===== src/core/dtc_params.svh =====
/*
  Offsets, field positions, reset values and timing counts of the dual
  timer/counter. Assumes inclusion by bare name from the design files.
*/
`ifndef DTC_PARAMS_SVH
`define DTC_PARAMS_SVH

// ----------------------------------------------------------------------
// Register offsets
// ----------------------------------------------------------------------
`define DTC_OFS_MODE      8'h89
`define DTC_OFS_T0_LOW    8'h8A
`define DTC_OFS_T1_LOW    8'h8B
`define DTC_OFS_T0_HIGH   8'h8C
`define DTC_OFS_T1_HIGH   8'h8D
`define DTC_OFS_CONTROL   8'h90
`define DTC_OFS_IRQ_STAT  8'h91
`define DTC_OFS_IRQ_MASK  8'h92

// ----------------------------------------------------------------------
// Field positions
// ----------------------------------------------------------------------
`define DTC_CTL_T0_RUN    0
`define DTC_CTL_T1_RUN    1
`define DTC_CTL_T0_ACK    2
`define DTC_CTL_T1_ACK    3
`define DTC_CTL_T0_FLAG   4
`define DTC_CTL_T1_FLAG   5

// ----------------------------------------------------------------------
// Reset values and timing
// ----------------------------------------------------------------------
`define DTC_RST_BYTE      8'h00
`define DTC_CLK_HZ        50000000
`define DTC_TICK_NS       240
`define DTC_TICK_CYC      ((`DTC_TICK_NS * (`DTC_CLK_HZ / 1000000)) / 1000)

`endif


===== src/core/dtc_pkg.sv =====
/*
  Types shared by the dual timer/counter.
  Assumes no surroundings beyond a SystemVerilog compiler.
*/
package dtc_pkg;

  typedef enum logic [1:0]
  {
    DTC_MODE_PRESCALE = 2'h0,
    DTC_MODE_WIDE     = 2'h1,
    DTC_MODE_RELOAD   = 2'h2,
    DTC_MODE_HALT     = 2'h3
  } dtc_mode_t;

  typedef struct packed
  {
    logic      gate_select;
    logic      source_select;
    dtc_mode_t mode;
  } dtc_tcfg_t;

  typedef struct packed
  {
    logic [7:0] addr;
    logic [7:0] wdata;
    logic       wr;
    logic       rd;
  } dtc_bus_req_t;

  typedef struct packed
  {
    logic count_pin;
    logic gate_input;
  } dtc_pins_t;

  typedef enum logic [2:0]
  {
    DTC_ST_IDLE  = 3'b001,
    DTC_ST_READ  = 3'b010,
    DTC_ST_WRITE = 3'b100
  } dtc_bus_st_t;

endpackage


===== src/core/dtc_timer_counter.sv =====
/*
  Two 16-bit timer/counters with mode control, overflow flags and a
  masked interrupt. Assumes a synchronous register port and pins that
  are already synchronous to clk_in.
*/
`timescale 1ns/1ps
`include "dtc_params.svh"

// What this block does
// - Gate select zero: only the run bit enables counting.
// - Gate select one with run set: count only while gate input high.
// - Source select zero: count ticks of the divided system clock.
// - Source select one: count each falling edge on the count pin.
// - Mode 0: high byte counts, low five bits act as prescaler.
// - Mode 1: high and low bytes form one 16-bit counter.
// - Mode 2: low byte counts, reloads from high byte on overflow.
// - Mode 3: either timer halts and keeps its count.
// - Mode register and all four count bytes reset to zero.
// - Count bytes chain or split as the selected mode requires.
// - Overflow sets the timer's flag; interrupt acknowledge clears it.
module dtc_timer_counter
#(
  parameter int TICK_CYC = `DTC_TICK_CYC
)
(
  input  wire logic              clk_in,
  input  wire logic              reset_n_in,
  input  wire dtc_pkg::dtc_bus_req_t bus_in,
  input  wire dtc_pkg::dtc_pins_t    t0_pins_in,
  input  wire dtc_pkg::dtc_pins_t    t1_pins_in,
  output logic [7:0]             rdata_out,
  output logic                   irq_out
);
  import dtc_pkg::*;

  if (TICK_CYC < 1 || TICK_CYC > 65535)
  begin : g_bad_tick
    $error("TICK_CYC out of range");
  end

  // --------------------------------------------------------------------
  // Registers
  // --------------------------------------------------------------------
  logic [7:0]  timer_mode_control_r;
  logic [7:0]  count_low_r [2];
  logic [7:0]  count_high_r [2];
  logic [1:0]  run_r;
  logic [1:0]  flag_r;
  logic [1:0]  mask_r;
  logic [15:0] tick_cnt_r;
  logic        tick_r;
  logic [1:0]  pin_prev_r;
  logic [1:0]  pin_edge;
  logic [1:0]  count_en;
  logic [1:0]  ovf;
  logic [7:0]  low_nxt [2];
  logic [7:0]  high_nxt [2];
  dtc_tcfg_t   cfg [2];
  dtc_pins_t   pins [2];
  dtc_bus_st_t bus_st_r;

  wire wr = bus_in.wr;
  wire rd = bus_in.rd;

  assign pins[0] = t0_pins_in;
  assign pins[1] = t1_pins_in;
  assign cfg[0] = dtc_tcfg_t'(timer_mode_control_r[3:0]);
  assign cfg[1] = dtc_tcfg_t'(timer_mode_control_r[7:4]);

  // --------------------------------------------------------------------
  // Divided system clock
  // --------------------------------------------------------------------
  always_ff @(posedge clk_in or negedge reset_n_in)
  begin
    if (!reset_n_in)
    begin
      tick_cnt_r <= 16'h0000;
      tick_r     <= 1'b0;
    end
    else if (tick_cnt_r == 16'(TICK_CYC - 1))
    begin
      tick_cnt_r <= 16'h0000;
      tick_r     <= 1'b1;
    end
    else
    begin
      tick_cnt_r <= tick_cnt_r + 16'h0001;
      tick_r     <= 1'b0;
    end
  end

  // --------------------------------------------------------------------
  // Count pin edge detect
  // --------------------------------------------------------------------
  // Pins are already synchronous, so one stored sample suffices
  // Reset value low: a pin already low at release is not an edge
  always_ff @(posedge clk_in or negedge reset_n_in)
  begin
    if (!reset_n_in)
      pin_prev_r <= 2'h0;
    else
      pin_prev_r <= {pins[1].count_pin, pins[0].count_pin};
  end

  // --------------------------------------------------------------------
  // Per-timer count logic
  // --------------------------------------------------------------------
  for (genvar i = 0; i < 2; i++)
  begin : g_tmr
    always_comb
    begin
      pin_edge[i] = pin_prev_r[i] & ~pins[i].count_pin;
      count_en[i] = run_r[i]
                  & (~cfg[i].gate_select | pins[i].gate_input)
                  & (cfg[i].source_select ? pin_edge[i]
                                          : tick_r);
      low_nxt[i]  = count_low_r[i];
      high_nxt[i] = count_high_r[i];
      ovf[i]      = 1'b0;
      if (count_en[i])
      begin
        case (cfg[i].mode)
          DTC_MODE_PRESCALE:
          begin
            low_nxt[i] = {count_low_r[i][7:5], count_low_r[i][4:0] + 5'h01};
            if (count_low_r[i][4:0] == 5'h1F)
            begin
              high_nxt[i] = count_high_r[i] + 8'h01;
              ovf[i]      = (count_high_r[i] == 8'hFF);
            end
          end
          DTC_MODE_WIDE:
          begin
            {high_nxt[i], low_nxt[i]} =
              {count_high_r[i], count_low_r[i]} + 16'h0001;
            ovf[i] = ({count_high_r[i], count_low_r[i]} == 16'hFFFF);
          end
          DTC_MODE_RELOAD:
          begin
            ovf[i]     = (count_low_r[i] == 8'hFF);
            low_nxt[i] = ovf[i] ? count_high_r[i]
                                : count_low_r[i] + 8'h01;
          end
          DTC_MODE_HALT: ;
          default: ;
        endcase
      end
    end
  end

  // --------------------------------------------------------------------
  // Register port writes and count updates
  // --------------------------------------------------------------------
  always_ff @(posedge clk_in or negedge reset_n_in)
  begin
    if (!reset_n_in)
    begin
      timer_mode_control_r <= `DTC_RST_BYTE;
      count_low_r[0]       <= `DTC_RST_BYTE;
      count_low_r[1]       <= `DTC_RST_BYTE;
      count_high_r[0]      <= `DTC_RST_BYTE;
      count_high_r[1]      <= `DTC_RST_BYTE;
      run_r                <= 2'h0;
      mask_r               <= 2'h0;
    end
    else
    begin
      count_low_r  <= low_nxt;
      count_high_r <= high_nxt;
      // A software write overrides a same-cycle count step
      if (wr)
      begin
        case (bus_in.addr)
          `DTC_OFS_MODE:     timer_mode_control_r <= bus_in.wdata;
          `DTC_OFS_T0_LOW:   count_low_r[0]  <= bus_in.wdata;
          `DTC_OFS_T1_LOW:   count_low_r[1]  <= bus_in.wdata;
          `DTC_OFS_T0_HIGH:  count_high_r[0] <= bus_in.wdata;
          `DTC_OFS_T1_HIGH:  count_high_r[1] <= bus_in.wdata;
          `DTC_OFS_CONTROL:
            run_r <= {bus_in.wdata[`DTC_CTL_T1_RUN],
                      bus_in.wdata[`DTC_CTL_T0_RUN]};
          `DTC_OFS_IRQ_MASK: mask_r <= bus_in.wdata[1:0];
          default: ;
        endcase
      end
    end
  end

  // --------------------------------------------------------------------
  // Overflow flags
  // --------------------------------------------------------------------
  // Acknowledge stands for the vector fetch; a new overflow wins over it
  logic [1:0] ack;
  always_comb
  begin
    ack = 2'h0;
    if (wr && bus_in.addr == `DTC_OFS_CONTROL)
      ack = {bus_in.wdata[`DTC_CTL_T1_ACK], bus_in.wdata[`DTC_CTL_T0_ACK]};
    else if (wr && bus_in.addr == `DTC_OFS_IRQ_STAT)
      ack = bus_in.wdata[1:0];
  end

  always_ff @(posedge clk_in or negedge reset_n_in)
  begin
    if (!reset_n_in)
      flag_r <= 2'h0;
    else
      flag_r <= (flag_r & ~ack) | ovf;
  end

  assign irq_out = |(flag_r & mask_r);

  // --------------------------------------------------------------------
  // Read port
  // --------------------------------------------------------------------
  always_ff @(posedge clk_in or negedge reset_n_in)
  begin
    if (!reset_n_in)
    begin
      rdata_out <= 8'h00;
      bus_st_r  <= DTC_ST_IDLE;
    end
    else
    begin
      bus_st_r  <= rd ? DTC_ST_READ : (wr ? DTC_ST_WRITE : DTC_ST_IDLE);
      rdata_out <= 8'h00;
      if (rd)
      begin
        case (bus_in.addr)
          `DTC_OFS_MODE:     rdata_out <= timer_mode_control_r;
          `DTC_OFS_T0_LOW:   rdata_out <= count_low_r[0];
          `DTC_OFS_T1_LOW:   rdata_out <= count_low_r[1];
          `DTC_OFS_T0_HIGH:  rdata_out <= count_high_r[0];
          `DTC_OFS_T1_HIGH:  rdata_out <= count_high_r[1];
          `DTC_OFS_CONTROL:
            rdata_out <= {2'h0, flag_r, 2'h0, run_r};
          `DTC_OFS_IRQ_STAT: rdata_out <= {6'h00, flag_r};
          `DTC_OFS_IRQ_MASK: rdata_out <= {6'h00, mask_r};
          default:           rdata_out <= 8'h00;
        endcase
      end
    end
  end
endmodule


===== config.mk =====
export PLATFORM = sky130hd
export DESIGN_NAME = dtc_timer_counter
export DESIGN_NICKNAME = d
export VERILOG_FILES = /design/src/core/dtc_pkg.sv /design/src/core/dtc_timer_counter.sv
export VERILOG_INCLUDE_DIRS = /design/src /design/src/core
export SDC_FILE = /design/constraint.sdc
export NUM_CORES = 1
export LEC_CHECK = 0
export ABC_AREA = 1
export BUFFER_PORTS_ARGS = -buffer_cell sky130_fd_sc_hd__buf_2
export CAP_MARGIN = 10
export CELL_PAD_IN_SITES_DETAIL_PLACEMENT = 1
export CELL_PAD_IN_SITES_GLOBAL_PLACEMENT = 2
export CORE_MARGIN = 3
export CORE_UTILIZATION = 30
export DETAILED_ROUTE_END_ITERATION = 12
export PLACE_DENSITY = 0.85
export SYNTH_ARGS = -nofsm -noshare
export SYNTH_HDL_FRONTEND = slang
export SYNTH_SLANG_ARGS = --single-unit

===== constraint.sdc =====
create_clock -name clk_in -period 2 [get_ports clk_in]
set_input_delay 0.6 -clock clk_in [delete_from_list [all_inputs] [get_ports clk_in]]
set_output_delay 0.6 -clock clk_in [all_outputs]
set_load 0.01 [all_outputs]

==> metrics.txt, run 1 <==
# TYPE chip_impl_metric gauge
chip_impl_metric{name="finalNetCount",unit=""} 917
chip_impl_metric{name="final.period_utilization",unit="%"} 93.55
chip_impl_metric{name="yosys.area.top_type_share",unit="%"} 35.17
chip_impl_metric{name="worst_path_largest_cell_delay",unit="ns"} 0.37
chip_impl_metric{name="place.detailed.hpwl",unit="um"} 15840
chip_impl_metric{name="cts_buffer_depth",unit=""} 2
chip_impl_metric{name="clock_sink_count",unit=""} 73
chip_impl_metric{name="number_of_synthesized_register_bits",unit=""} 73
chip_impl_metric{name="setup_viol",unit=""} 0
chip_impl_metric{name="yosysSeqAreaShare",unit="%"} 35.17
chip_impl_metric{name="numCtsBuffers",unit=""} 9
chip_impl_metric{name="slew_worst_pin",unit="ns"} 0.3942
chip_impl_metric{name="drt-vias-per-instance",unit=""} 5.250
chip_impl_metric{name="cellPowerDensity",unit="nW/um^2"} 660.6
chip_impl_metric{name="die_w",unit="um"} 137.6
chip_impl_info{name="cp_cell_sequence",value="ha_2 -> nand2_2 -> nor2_4 -> ha_4 -> nand2_2 -> nor2_1 -> buf_4 -> nand2_2 -> a21oi_2 -> o21ai_1 -> nand2_1 -> nand2_2 -> a21oi_2"} 1
chip_impl_metric{name="dpl-instance-area",unit="um^2"} 5988
chip_impl_info{name="synth_area_leader_cell",value="dfrtp_1"} 1
chip_impl_metric{name="finalWeightedCongestion",unit=""} 0.8882
chip_impl_metric{name="dpl_worst_slack",unit="ns"} 0.02491
chip_impl_metric{name="clk-insertion-delay-late",unit="ns"} 0.34
chip_impl_info{name="worstSetupEndpointType",value="flip-flop"} 1
chip_impl_metric{name="max-cap-violations",unit=""} 0
chip_impl_metric{name="via_count_of_the_first_global_routing_pass",unit=""} 5664
chip_impl_metric{name="timing.reg2reg.worst_path_depth",unit=""} 13
chip_impl_metric{name="holdWs",unit="ns"} 0.1866
chip_impl_metric{name="grt_util_all_layers",unit="%"} 22.01
chip_impl_metric{name="start_util",unit="%"} 30.99
chip_impl_metric{name="drcViolationCount",unit=""} 0
chip_impl_metric{name="io_port_bufs",unit=""} 32
chip_impl_metric{name="period_needed",unit="ns"} 1.871
chip_impl_metric{name="routed_wire_length_per_instance",unit="um"} 18.25
chip_impl_metric{name="final_core_density",unit="%"} 38.04
chip_impl_metric{name="timing.setup.tns",unit="ns"} 0
chip_impl_metric{name="placeableCoreArea",unit="um^2"} 16760
chip_impl_metric{name="grt_first_pass_wirelength",unit="um"} 31860
chip_impl_metric{name="syn-num-nets",unit=""} 830
chip_impl_info{name="post_synth_most_frequent_cells",value="188 x nand2_1, 113 x nor2_1, 110 x inv_1"} 1
chip_impl_info{name="synth_most_common_cell",value="nand2_1"} 1
chip_impl_metric{name="worstPathMaxFanout",unit=""} 4
chip_impl_metric{name="setup_slack",unit="ns"} 0.1290
chip_impl_info{name="criticalPathCategory",value="reg -> reg"} 1
chip_impl_metric{name="timing.critical_path.arrival",unit="ns"} 2.13
chip_impl_metric{name="globalRoute.totalOverflow",unit=""} 0
chip_impl_metric{name="ys_types",unit=""} 34
chip_impl_metric{name="final_antenna_net_count",unit=""} 0
chip_impl_metric{name="vdd_drop_max",unit="mV"} 0.3473
chip_impl_metric{name="placed_cells_incl_taps",unit=""} 1093
chip_impl_metric{name="clock_skew",unit="ns"} 0.009825
chip_impl_metric{name="grt_max_degree",unit=""} 25
chip_impl_metric{name="worstPathRequired",unit="ns"} 2.26
chip_impl_metric{name="synth_edf_count",unit=""} 0
chip_impl_info{name="crit_path_frequent_cell",value="nand2_2"} 1
chip_impl_metric{name="num_antenna_cells",unit=""} 0
chip_impl_metric{name="top_level_ports",unit=""} 33
chip_impl_info{name="status",value="finished, final reports clean"} 1
chip_impl_metric{name="timing.fmax",unit="GHz"} 0.5345
chip_impl_metric{name="drv_slew",unit=""} 0
chip_impl_metric{name="drtIter0Drc",unit=""} 475
chip_impl_info{name="crit-reg2reg-launch",value="count_low_r[9]$_DFF_PN0_"} 1
chip_impl_info{name="cts_tree",value="done"} 1
chip_impl_info{name="worst_path_max_delay_cell",value="dfrtp_1"} 1
chip_impl_info{name="startpoint",value="count_low_r[9]$_DFF_PN0_"} 1
chip_impl_metric{name="antenna_found_initial",unit=""} 2
chip_impl_info{name="timing.hold.worst.class",value="in -> async"} 1
chip_impl_info{name="synthFlopType",value="dfrtp_1"} 1
chip_impl_metric{name="cellLeakagePower",unit="nW"} 3.053
chip_impl_metric{name="clkSlewWorstSetupHoldPaths",unit="ns"} 0.06
chip_impl_metric{name="instances_no_fill",unit=""} 1111
chip_impl_metric{name="max-slew-margin-rel",unit="%"} 73.66
chip_impl_metric{name="drt_pre_antenna_iters",unit=""} 5
chip_impl_metric{name="htree_num_levels",unit=""} 3
chip_impl_metric{name="ys_async_sr_fraction",unit="%"} 100.0
chip_impl_metric{name="mappedNetlistArea",unit="um^2"} 5194
chip_impl_info{name="timing.critical_path.from_type",value="flip-flop"} 1
chip_impl_metric{name="total_power",unit="mW"} 4.212
chip_impl_metric{name="final_layout_size_suffix_gt1_share",unit="%"} 14.48
chip_impl_metric{name="chip_height",unit="um"} 137.6
chip_impl_metric{name="area_growth",unit="%"} 22.77
chip_impl_info{name="clk_root_buffer_cell",value="clkbuf_16"} 1
chip_impl_metric{name="ys.warnings.count",unit=""} 0
chip_impl_metric{name="detail_route.wirelength",unit="um"} 20280
chip_impl_metric{name="routed-via-count",unit=""} 5833
chip_impl_metric{name="die_area",unit="um^2"} 18930
chip_impl_metric{name="synthCells",unit=""} 800
chip_impl_metric{name="post_synth.cell_area_avg",unit="um^2"} 6.492
chip_impl_metric{name="postLayoutCellArea",unit="um^2"} 6376
chip_impl_info{name="synthTopCellsByArea",value="dfrtp_1 35%, nand2_1 14%, nor2_1 8.2%"} 1
chip_impl_metric{name="fp-row-count",unit=""} 47
chip_impl_metric{name="timing_hold_violations_final",unit=""} 0
==> worst max-delay path: cells and delay by family (launching register included) <==
| kind | cells | cell delay (ns) |
|---|---|---|
| compound gates | 3 | 0.32 |
| fa+ha+maj | 2 | 0.36 |
| buf+inv | 1 | 0.15 |
| flops | 1 | 0.37 |
| simple gates | 7 | 0.59 |
==> cells by family (layout without fill, tap and decap cells) <==
| logic type | count (synthesis) | after routing | share of synthesized area (%) |
|---|---|---|---|
| AO/OA/AOI/OAI | 152 | 152 | 15.66 |
| XOR/XNOR | 13 | 13 | 2.192 |
| adder cells (fa/ha/maj) | 6 | 6 | 1.445 |
| buffers and inverters | 121 | 212 | 9.010 |
| flip-flops | 73 | 73 | 35.17 |
| multiplexers | 2 | 2 | 0.4336 |
| AND/OR/NAND/NOR | 433 | 433 | 36.09 |
==> routing by layer <==
layer	wire length, um	track usage [%]	vias up
li1	-	-	2808
met1	9689	31.29	2863
met2	9121	34.41	130
met3	1013	3.104	28
met4	433	7.040	4
met5	21	0	-
==> where the power goes <==
part           total, mW  leakage, nW  internal (mW)  switching [mW]
Sequential          1.72        0.953           1.58           0.142
Clock               1.75        0.149           1.09           0.662
Combinational      0.745         1.95          0.263           0.482
Total               4.21         3.05           2.93            1.29
==> final cells by class <==
cell class | instances | area [um^2]
fill | 2203 | 10380
multi-input combinational | 606 | 2954
sequential | 73 | 1827
timing repair buffer | 86 | 593.1
inverter | 111 | 416.7
tap | 220 | 275.3
clock buffer | 10 | 229.0
clock inverter | 5 | 81.33
==> layout by cell type (no fill, tap or decap), types with 3 or more instances in the layout <==
master and n:
o211ai_1 5, nand2_2 10, nand4_1 18, clkbuf_16 9, xor2_1 11, ha_1 4
nand3_1 82, nand2_1 182, o21ai_0 52, inv_1 110, nor2_2 3, buf_4 53
nor3_1 13, a21oi_1 68, nor4_1 3, nor2_1 110, nor2_4 6, o22ai_1 16
dfrtp_1 73, buf_2 31
==> what timing repair did <==
action | CTS | global route
cloned | 0 | 0
endpoints found under the setup margin | 2 | 9
setup buffers | 0 | 3
pin swaps | 0 | 5
hold buffers | 0 | 0
resized for setup | 1 | 17
==> flip-flops by register name (all words and copies together) (netlist names) <==
signal,count
run_r,2
mask_r,2
tick_r,1
tick_cnt_r,16
rdata_out,8
count_high_r,16
pin_prev_r,2
flag_r,2
timer_mode_control_r,8
count_low_r,16
==> worst paths after layout <==
kind	slack, ns	to
worst max register to register	0.13	count_high_r[12]$_DFF_PN0_
worst min-delay path	0.19	count_high_r[4]$_DFF_PN0_
worst max-delay path	0.13	count_high_r[12]$_DFF_PN0_
min in group clk_in	0.40	pin_prev_r[1]$_DFF_PN0_
max in group asynchronous	1.29	count_high_r[12]$_DFF_PN0_
worst min register to register	0.47	tick_cnt_r[0]$_DFF_PN0_
Note: power is estimated with default switching activity, not from simulation.
==> inputs of run 2 (changes only) <==
--- a/config.mk
+++ b/config.mk
@@ -10,11 +10,11 @@
 export BUFFER_PORTS_ARGS = -buffer_cell sky130_fd_sc_hd__buf_2
 export CAP_MARGIN = 10
 export CELL_PAD_IN_SITES_DETAIL_PLACEMENT = 1
-export CELL_PAD_IN_SITES_GLOBAL_PLACEMENT = 2
+export CELL_PAD_IN_SITES_GLOBAL_PLACEMENT = 1
 export CORE_MARGIN = 3
 export CORE_UTILIZATION = 30
 export DETAILED_ROUTE_END_ITERATION = 12
-export PLACE_DENSITY = 0.85
+export PLACE_DENSITY = 0.71
 export SYNTH_ARGS = -nofsm -noshare
 export SYNTH_HDL_FRONTEND = slang
 export SYNTH_SLANG_ARGS = --single-unit
==> metrics.txt, run 2 (same netlist as run 1, synthesis figures left out) <==
# TYPE chip_impl_metric gauge
chip_impl_metric{name="total_power",unit="mW"} 4.276
chip_impl_metric{name="dpl_worst_slack",unit="ns"} -0.04161
chip_impl_metric{name="worstPathMaxFanout",unit=""} 6
chip_impl_metric{name="timing.fmax",unit="GHz"} 0.5565
chip_impl_metric{name="place.detailed.hpwl",unit="um"} 15120
chip_impl_metric{name="dr_wl_met2",unit="um"} 8719
chip_impl_metric{name="clk-insertion-delay-late",unit="ns"} 0.35
chip_impl_metric{name="met3_wirelength",unit="um"} 1099
chip_impl_info{name="criticalPathCategory",value="reg -> reg"} 1
chip_impl_metric{name="drcViolationCount",unit=""} 0
chip_impl_info{name="timing.hold.worst.class",value="in -> async"} 1
chip_impl_metric{name="start_util",unit="%"} 30.99
chip_impl_info{name="crit-reg2reg-launch",value="count_low_r[9]$_DFF_PN0_"} 1
chip_impl_metric{name="max-cap-violations",unit=""} 0
chip_impl_metric{name="die_area",unit="um^2"} 18930
chip_impl_metric{name="placeableCoreArea",unit="um^2"} 16760
chip_impl_metric{name="wl_met1",unit="um"} 9389
chip_impl_info{name="timing.critical_path.from_type",value="flip-flop"} 1
chip_impl_info{name="grt_setup_unrepaired",value="false"} 1
chip_impl_metric{name="finalWeightedCongestion",unit=""} 0.8908
chip_impl_metric{name="num_antenna_cells",unit=""} 0
chip_impl_metric{name="setup_viol",unit=""} 0
chip_impl_metric{name="detail_route.wirelength",unit="um"} 19650
chip_impl_metric{name="routed_wire_length_per_instance",unit="um"} 17.76
chip_impl_metric{name="final_core_density",unit="%"} 37.78
chip_impl_metric{name="grt_first_pass_wirelength",unit="um"} 31530
chip_impl_metric{name="max-slew-margin-rel",unit="%"} 70.79
chip_impl_metric{name="multi_input_comb_area",unit="um^2"} 2937
chip_impl_metric{name="period_needed",unit="ns"} 1.797
chip_impl_metric{name="worst_path_largest_cell_delay",unit="ns"} 0.36
chip_impl_info{name="layout_common_cells",value="184 x nand2_1, 110 x inv_1, 110 x nor2_1"} 1
chip_impl_metric{name="routed-via-count",unit=""} 5722
chip_impl_metric{name="timing.critical_path.arrival",unit="ns"} 2.07
chip_impl_metric{name="timing.critical_path.buf_inv",unit=""} 2
chip_impl_metric{name="timing_hold_violations_final",unit=""} 0
chip_impl_metric{name="grt_max_degree",unit=""} 74
chip_impl_metric{name="globalRoute.totalOverflow",unit=""} 0
chip_impl_metric{name="register_area",unit="um^2"} 1827
chip_impl_metric{name="final_antenna_net_count",unit=""} 0
chip_impl_metric{name="drv_slew",unit=""} 0
chip_impl_metric{name="numCtsBuffers",unit=""} 9
chip_impl_metric{name="worstPathRequired",unit="ns"} 2.27
chip_impl_metric{name="clkSlewWorstSetupHoldPaths",unit="ns"} 0.07
chip_impl_info{name="top_layer_used",value="met5"} 1
chip_impl_metric{name="path_depth",unit=""} 9
chip_impl_info{name="clk_root_buffer_cell",value="clkbuf_16"} 1
chip_impl_metric{name="chip_height",unit="um"} 137.6
chip_impl_metric{name="io_port_bufs",unit=""} 32
chip_impl_info{name="largestRegisters",value="count_high_r: 16 flops, count_low_r: 16 flops, tick_cnt_r: 16 flops"} 1
chip_impl_metric{name="final_layout_size_suffix_gt1_share",unit="%"} 13.66
chip_impl_info{name="worst_path_max_delay_cell",value="dfrtp_1"} 1
chip_impl_info{name="layout.cells.most_common",value="nand2_1"} 1
chip_impl_metric{name="antenna_found_initial",unit=""} 1
chip_impl_metric{name="slew_worst_pin",unit="ns"} 0.4382
chip_impl_metric{name="fill_cells",unit=""} 2225
chip_impl_metric{name="cts_buffer_depth",unit=""} 2
chip_impl_metric{name="htree_num_levels",unit=""} 3
chip_impl_metric{name="clock_skew",unit="ns"} 0.008898
chip_impl_metric{name="drt_pre_antenna_iters",unit=""} 4
chip_impl_metric{name="final.period_utilization",unit="%"} 89.85
chip_impl_metric{name="clock_sink_count",unit=""} 73
chip_impl_info{name="timing.critical_path.max_delay_family",value="simple AND/OR/NAND/NOR gates"} 1
chip_impl_metric{name="cellPowerDensity",unit="nW/um^2"} 675.4
chip_impl_metric{name="area_growth",unit="%"} 21.90
chip_impl_info{name="startpoint",value="count_low_r[9]$_DFF_PN0_"} 1
chip_impl_info{name="cts_tree",value="done"} 1
chip_impl_info{name="worstSetupEndpointType",value="flip-flop"} 1
chip_impl_metric{name="drtIter0Drc",unit=""} 436
chip_impl_metric{name="setup_slack",unit="ns"} 0.2031
chip_impl_metric{name="vdd_drop_max",unit="mV"} 0.3927
chip_impl_info{name="status",value="finished, final reports clean"} 1
chip_impl_metric{name="via_count_of_the_first_global_routing_pass",unit=""} 5843
chip_impl_metric{name="timing.reg2reg.worst_path_depth",unit=""} 9
chip_impl_metric{name="die_w",unit="um"} 137.6
chip_impl_metric{name="grt_util_all_layers",unit="%"} 21.79
chip_impl_metric{name="cellLeakagePower",unit="nW"} 3.029
chip_impl_info{name="cp_cell_sequence",value="ha_2 -> nand2_2 -> buf_4 -> nor2_4 -> nand2_2 -> buf_4 -> nor3_1 -> o21ai_0 -> a21oi_1"} 1
chip_impl_metric{name="fp-row-count",unit=""} 47
chip_impl_metric{name="top_level_ports",unit=""} 33
chip_impl_metric{name="finalNetCount",unit=""} 911
chip_impl_metric{name="drt-vias-per-instance",unit=""} 5.174
run 2: cell types whose count changed in the layout (fill, tap and decap cells not counted), moves of 2 or more:
cell     change
buf_4        -6
a21oi_1      +2
a21oi_2      -2
nand2_1      +2
nand2_2      -2
o21ai_0      +2
o21ai_1      -2
run 2: layout make-up:
class | count | area share, %
flip-flops and latches | 73 | 28.85
clock buffers | 9 | 3.557
multi-input cells | 606 | 46.38
inverters | 111 | 6.581
well taps | 220 | 4.348
clock inverters | 7 | 1.621
repair buffers | 80 | 8.656
run 2: report_power, final:
part | total [mW] | switching, mW | internal [mW]
Clock | 1.83 | 0.719 | 1.11
Combinational | 0.735 | 0.481 | 0.254
Sequential | 1.71 | 0.138 | 1.58
Total | 4.28 | 1.34 | 2.94
run 2: stage by stage:
| stage | instance area (um^2) | std cells | hold WS [ns] | TNS [ns] |
|---|---|---|---|---|
| floorplan | 5194 | 800 | 0.3044 | 0 |
| global placement | 5958 | 1089 | 0.4569 | -0.01337 |
| detailed placement | 5958 | 1089 | 0.4787 | -0.08089 |
| CTS | 6289 | 1105 | 0.2854 | 0 |
| global route | 6331 | 1106 | 0.2737 | 0 |
| finish | 6331 | 1106 | 0.2337 | 0 |
run 2: final timing paths:
path / to / slack [ns]
max: count_low_r[10]$_DFF_PN0_ / 0.20
min: count_high_r[4]$_DFF_PN0_ / 0.23
max reg2reg: count_low_r[10]$_DFF_PN0_ / 0.20
min reg2reg: tick_cnt_r[0]$_DFF_PN0_ / 0.48
max in group asynchronous: count_low_r[6]$_DFF_PN0_ / 1.40
min in group clk_in: pin_prev_r[1]$_DFF_PN0_ / 0.38
run 2: worst register-to-register path: cells and delay by family (launching register included):
| family | cells | cell delay [ns] |
|---|---|---|
| buffers and inverters | 2 | 0.32 |
| and+or+nand+nor | 4 | 0.53 |
| adders and majority gates | 1 | 0.20 |
| AOI/OAI and AO/OA | 2 | 0.30 |
| DFF | 1 | 0.36 |
run 2: timing repair:
item	4_1_cts	5_1_grt
hold buffers	0	0
pin swaps	0	0
hold endpoints to repair	0	0
gates resized for setup	1	10
setup endpoints to repair	1	14
buffers inserted	0	1
run 2: per-layer routing:
metal	global-route usage [%]	vias up
met4	6.596	2
met3	5.442	25
met5	0	-
met2	33.79	134
li1	-	2797
met1	29.91	2764
==> inputs of run 3 (changes only) <==
--- a/config.mk
+++ b/config.mk
@@ -14,7 +14,7 @@
 export CORE_MARGIN = 3
 export CORE_UTILIZATION = 30
 export DETAILED_ROUTE_END_ITERATION = 12
-export PLACE_DENSITY = 0.71
+export PLACE_DENSITY = 0.69
 export SYNTH_ARGS = -nofsm -noshare
 export SYNTH_HDL_FRONTEND = slang
 export SYNTH_SLANG_ARGS = --single-unit
==> constraint.sdc (replaced) <==
create_clock -name clk_in -period 1.7 [get_ports clk_in]
set_input_delay 0.51 -clock clk_in [delete_from_list [all_inputs] [get_ports clk_in]]
set_output_delay 0.51 -clock clk_in [all_outputs]
set_load 0.01 [all_outputs]
==> metrics.txt, run 3 (same netlist as run 1, synthesis figures left out) <==
# TYPE chip_impl_metric gauge
chip_impl_metric{name="setup_viol",unit=""} 1
chip_impl_metric{name="numCtsBuffers",unit=""} 9
chip_impl_metric{name="worstPathRequired",unit="ns"} 1.97
chip_impl_metric{name="via_count_of_the_first_global_routing_pass",unit=""} 6045
chip_impl_metric{name="die_w",unit="um"} 137.6
chip_impl_metric{name="routed-via-count",unit=""} 6043
chip_impl_metric{name="area_growth",unit="%"} 33.94
chip_impl_metric{name="holdBufCountCts",unit=""} 0
chip_impl_metric{name="fp-row-count",unit=""} 47
chip_impl_metric{name="postLayoutCellArea",unit="um^2"} 6957
chip_impl_metric{name="dpl-instance-area",unit="um^2"} 6406
chip_impl_metric{name="timing.setup.tns",unit="ns"} -0.01137
chip_impl_metric{name="max-slew-margin-rel",unit="%"} 72.03
chip_impl_metric{name="final_layout_size_suffix_gt1_share",unit="%"} 22.91
chip_impl_metric{name="globalRoute.totalOverflow",unit=""} 0
chip_impl_metric{name="timing.fmax",unit="GHz"} 0.5843
chip_impl_metric{name="drv_slew",unit=""} 0
chip_impl_metric{name="worstPathMaxFanout",unit=""} 3
chip_impl_metric{name="finalWeightedCongestion",unit=""} 0.8867
chip_impl_metric{name="final.period_utilization",unit="%"} 100.7
chip_impl_info{name="criticalPathCategory",value="reg -> reg"} 1
chip_impl_info{name="worstSetupEndpointType",value="flip-flop"} 1
chip_impl_metric{name="drtIter0Drc",unit=""} 400
chip_impl_metric{name="timing_hold_violations_final",unit=""} 0
chip_impl_metric{name="drcViolationCount",unit=""} 0
chip_impl_metric{name="max-cap-violations",unit=""} 0
chip_impl_metric{name="clock_sink_count",unit=""} 73
chip_impl_metric{name="io_port_bufs",unit=""} 32
chip_impl_metric{name="die_area",unit="um^2"} 18930
chip_impl_metric{name="drt-vias-per-instance",unit=""} 5.178
chip_impl_metric{name="worst_path_largest_cell_delay",unit="ns"} 0.39
chip_impl_metric{name="finalNetCount",unit=""} 972
chip_impl_metric{name="start_util",unit="%"} 30.99
chip_impl_metric{name="cts_buffer_depth",unit=""} 2
chip_impl_info{name="layout_common_cells",value="177 x nand2_1, 106 x inv_1, 105 x buf_4"} 1
chip_impl_info{name="cts_tree",value="done"} 1
chip_impl_info{name="status",value="finished, violations left"} 1
chip_impl_metric{name="holdWs",unit="ns"} 0.09970
chip_impl_metric{name="htree_num_levels",unit=""} 3
chip_impl_metric{name="grt_first_pass_wirelength",unit="um"} 33030
chip_impl_info{name="cp_cell_sequence",value="ha_4 -> nand2_4 -> nor2_4 -> ha_4 -> nand2_2 -> nor2_4 -> nand2_2 -> a21oi_1 -> o21ai_1 -> nand2_1 -> nand2_1 -> a21oi_2"} 1
chip_impl_info{name="layout.cells.most_common",value="nand2_1"} 1
chip_impl_metric{name="vdd_drop_max",unit="mV"} 0.5800
chip_impl_info{name="clk_root_buffer_cell",value="clkbuf_16"} 1
chip_impl_metric{name="clock_skew",unit="ns"} 0.006718
chip_impl_metric{name="setup_slack",unit="ns"} -0.01137
chip_impl_info{name="grt_setup_unrepaired",value="true"} 1
chip_impl_metric{name="cellPowerDensity",unit="nW/um^2"} 732.9
chip_impl_info{name="violations",value="negative setup slack"} 1
chip_impl_info{name="largestRegisters",value="count_high_r: 16 flops, count_low_r: 16 flops, tick_cnt_r: 16 flops"} 1
chip_impl_metric{name="placed_cells_incl_taps",unit=""} 1140
chip_impl_info{name="timing.critical_path.from_type",value="flip-flop"} 1
chip_impl_metric{name="timing.critical_path.arrival",unit="ns"} 1.98
chip_impl_info{name="worst_path_max_delay_cell",value="dfrtp_1"} 1
chip_impl_metric{name="routed_wire_length_per_instance",unit="um"} 18.13
chip_impl_info{name="timing.critical_path.max_delay_family",value="simple AND/OR/NAND/NOR gates"} 1
chip_impl_metric{name="cellLeakagePower",unit="nW"} 3.380
chip_impl_metric{name="antenna_found_initial",unit=""} 0
chip_impl_metric{name="place.detailed.hpwl",unit="um"} 16550
chip_impl_metric{name="slew_worst_pin",unit="ns"} 0.4195
chip_impl_metric{name="final_antenna_net_count",unit=""} 0
chip_impl_metric{name="clk-insertion-delay-late",unit="ns"} 0.34
chip_impl_info{name="timing.hold.worst.class",value="in -> async"} 1
chip_impl_metric{name="top_level_ports",unit=""} 33
chip_impl_metric{name="grt_max_degree",unit=""} 27
chip_impl_metric{name="clkSlewWorstSetupHoldPaths",unit="ns"} 0.06
chip_impl_metric{name="timing.critical_path.buf_inv",unit=""} 0
chip_impl_metric{name="final_core_density",unit="%"} 41.51
chip_impl_metric{name="num_antenna_cells",unit=""} 0
chip_impl_metric{name="drt_pre_antenna_iters",unit=""} 4
chip_impl_metric{name="grt_util_all_layers",unit="%"} 22.80
chip_impl_metric{name="instances_no_fill",unit=""} 1167
chip_impl_metric{name="placeableCoreArea",unit="um^2"} 16760
chip_impl_metric{name="chip_height",unit="um"} 137.6
chip_impl_metric{name="detail_route.wirelength",unit="um"} 21160
chip_impl_metric{name="period_needed",unit="ns"} 1.711
## run 3: cell types whose count changed in the layout (fill, tap and decap cells not counted), sizes merged
| cell | before | now |
|---|---|---|
| buf | 80 | 141 |
| clkinv | 3 | 2 |
| clkbuf | 9 | 10 |
| bufinv | 2 | 1 |
| inv | 113 | 112 |
| clkinvlp | 0 | 2 |
## run 3: timing repair
item	CTS	global route
gates resized for setup	6	55
buffers inserted	5	6
setup endpoints to repair	10	34
endpoints found under the hold margin	0	0
pin swaps	4	17
## run 3: worst register-to-register path, cell delays in order (launching register included)
cell and delay, ns:
dfrtp_1 0.39, ha_4 0.17, nand2_4 0.06, nor2_4 0.11, ha_4 0.18, nand2_2 0.08
nor2_4 0.12, nand2_2 0.06, a21oi_1 0.12, o21ai_1 0.08, nand2_1 0.09, nand2_1 0.07
a21oi_2 0.12
## run 3: final cells by class
class	instances	area, um^2
Sequential cell	73	1827
Clock inverter	6	67.56
Fill cell	2218	9803
Tap cell	220	275.3
Multi-Input combinational cell	606	3113
Timing Repair Buffer	141	1026
Clock buffer	10	229.0
Inverter	111	419.2
## run 3: final timing paths
kind	startpoint	depth (start not counted)	slack (ns)	end
min in group clk_in	t0_pins_in[1]	1	0.30	pin_prev_r[0]$_DFF_PN0_
worst max-delay path	count_low_r[9]$_DFF_PN0_	12	-0.01	count_high_r[12]$_DFF_PN0_
worst min register to register	tick_cnt_r[0]$_DFF_PN0_	1	0.46	tick_cnt_r[0]$_DFF_PN0_
worst min-delay path	reset_n_in	1	0.1	mask_r[1]$_DFFE_PN0P_
max in group asynchronous	reset_n_in	2	1.09	count_high_r[8]$_DFF_PN0_
worst max register to register	count_low_r[9]$_DFF_PN0_	12	-0.01	count_high_r[12]$_DFF_PN0_
## run 3: metal layers
metal	part of all wire (%)	routed length (um)	global-route usage, %
met1	48	10090	31.53
met2	46	9739	36.23
met3	3.9	820	3.470
met4	2.4	509	7.927
met5	0	0	0
## run 3: power breakdown
part,internal [mW],switching [mW],total [mW]
Combinational,0.443,0.690,1.13
Sequential,1.85,0.159,2.01
Clock,1.14,0.809,1.95
Total,3.44,1.66,5.10
## run 3: per-stage QoR
step	power (mW)	worst slack, ns
4_1_cts	5.037	-0.01463
5_1_grt	5.357	-0.1485
3_5_place_dp	3.053	-0.1694
2_1_floorplan	2.510	-0.003120
6_report	5.099	-0.01137
3_3_place_gp	3.034	-0.1256
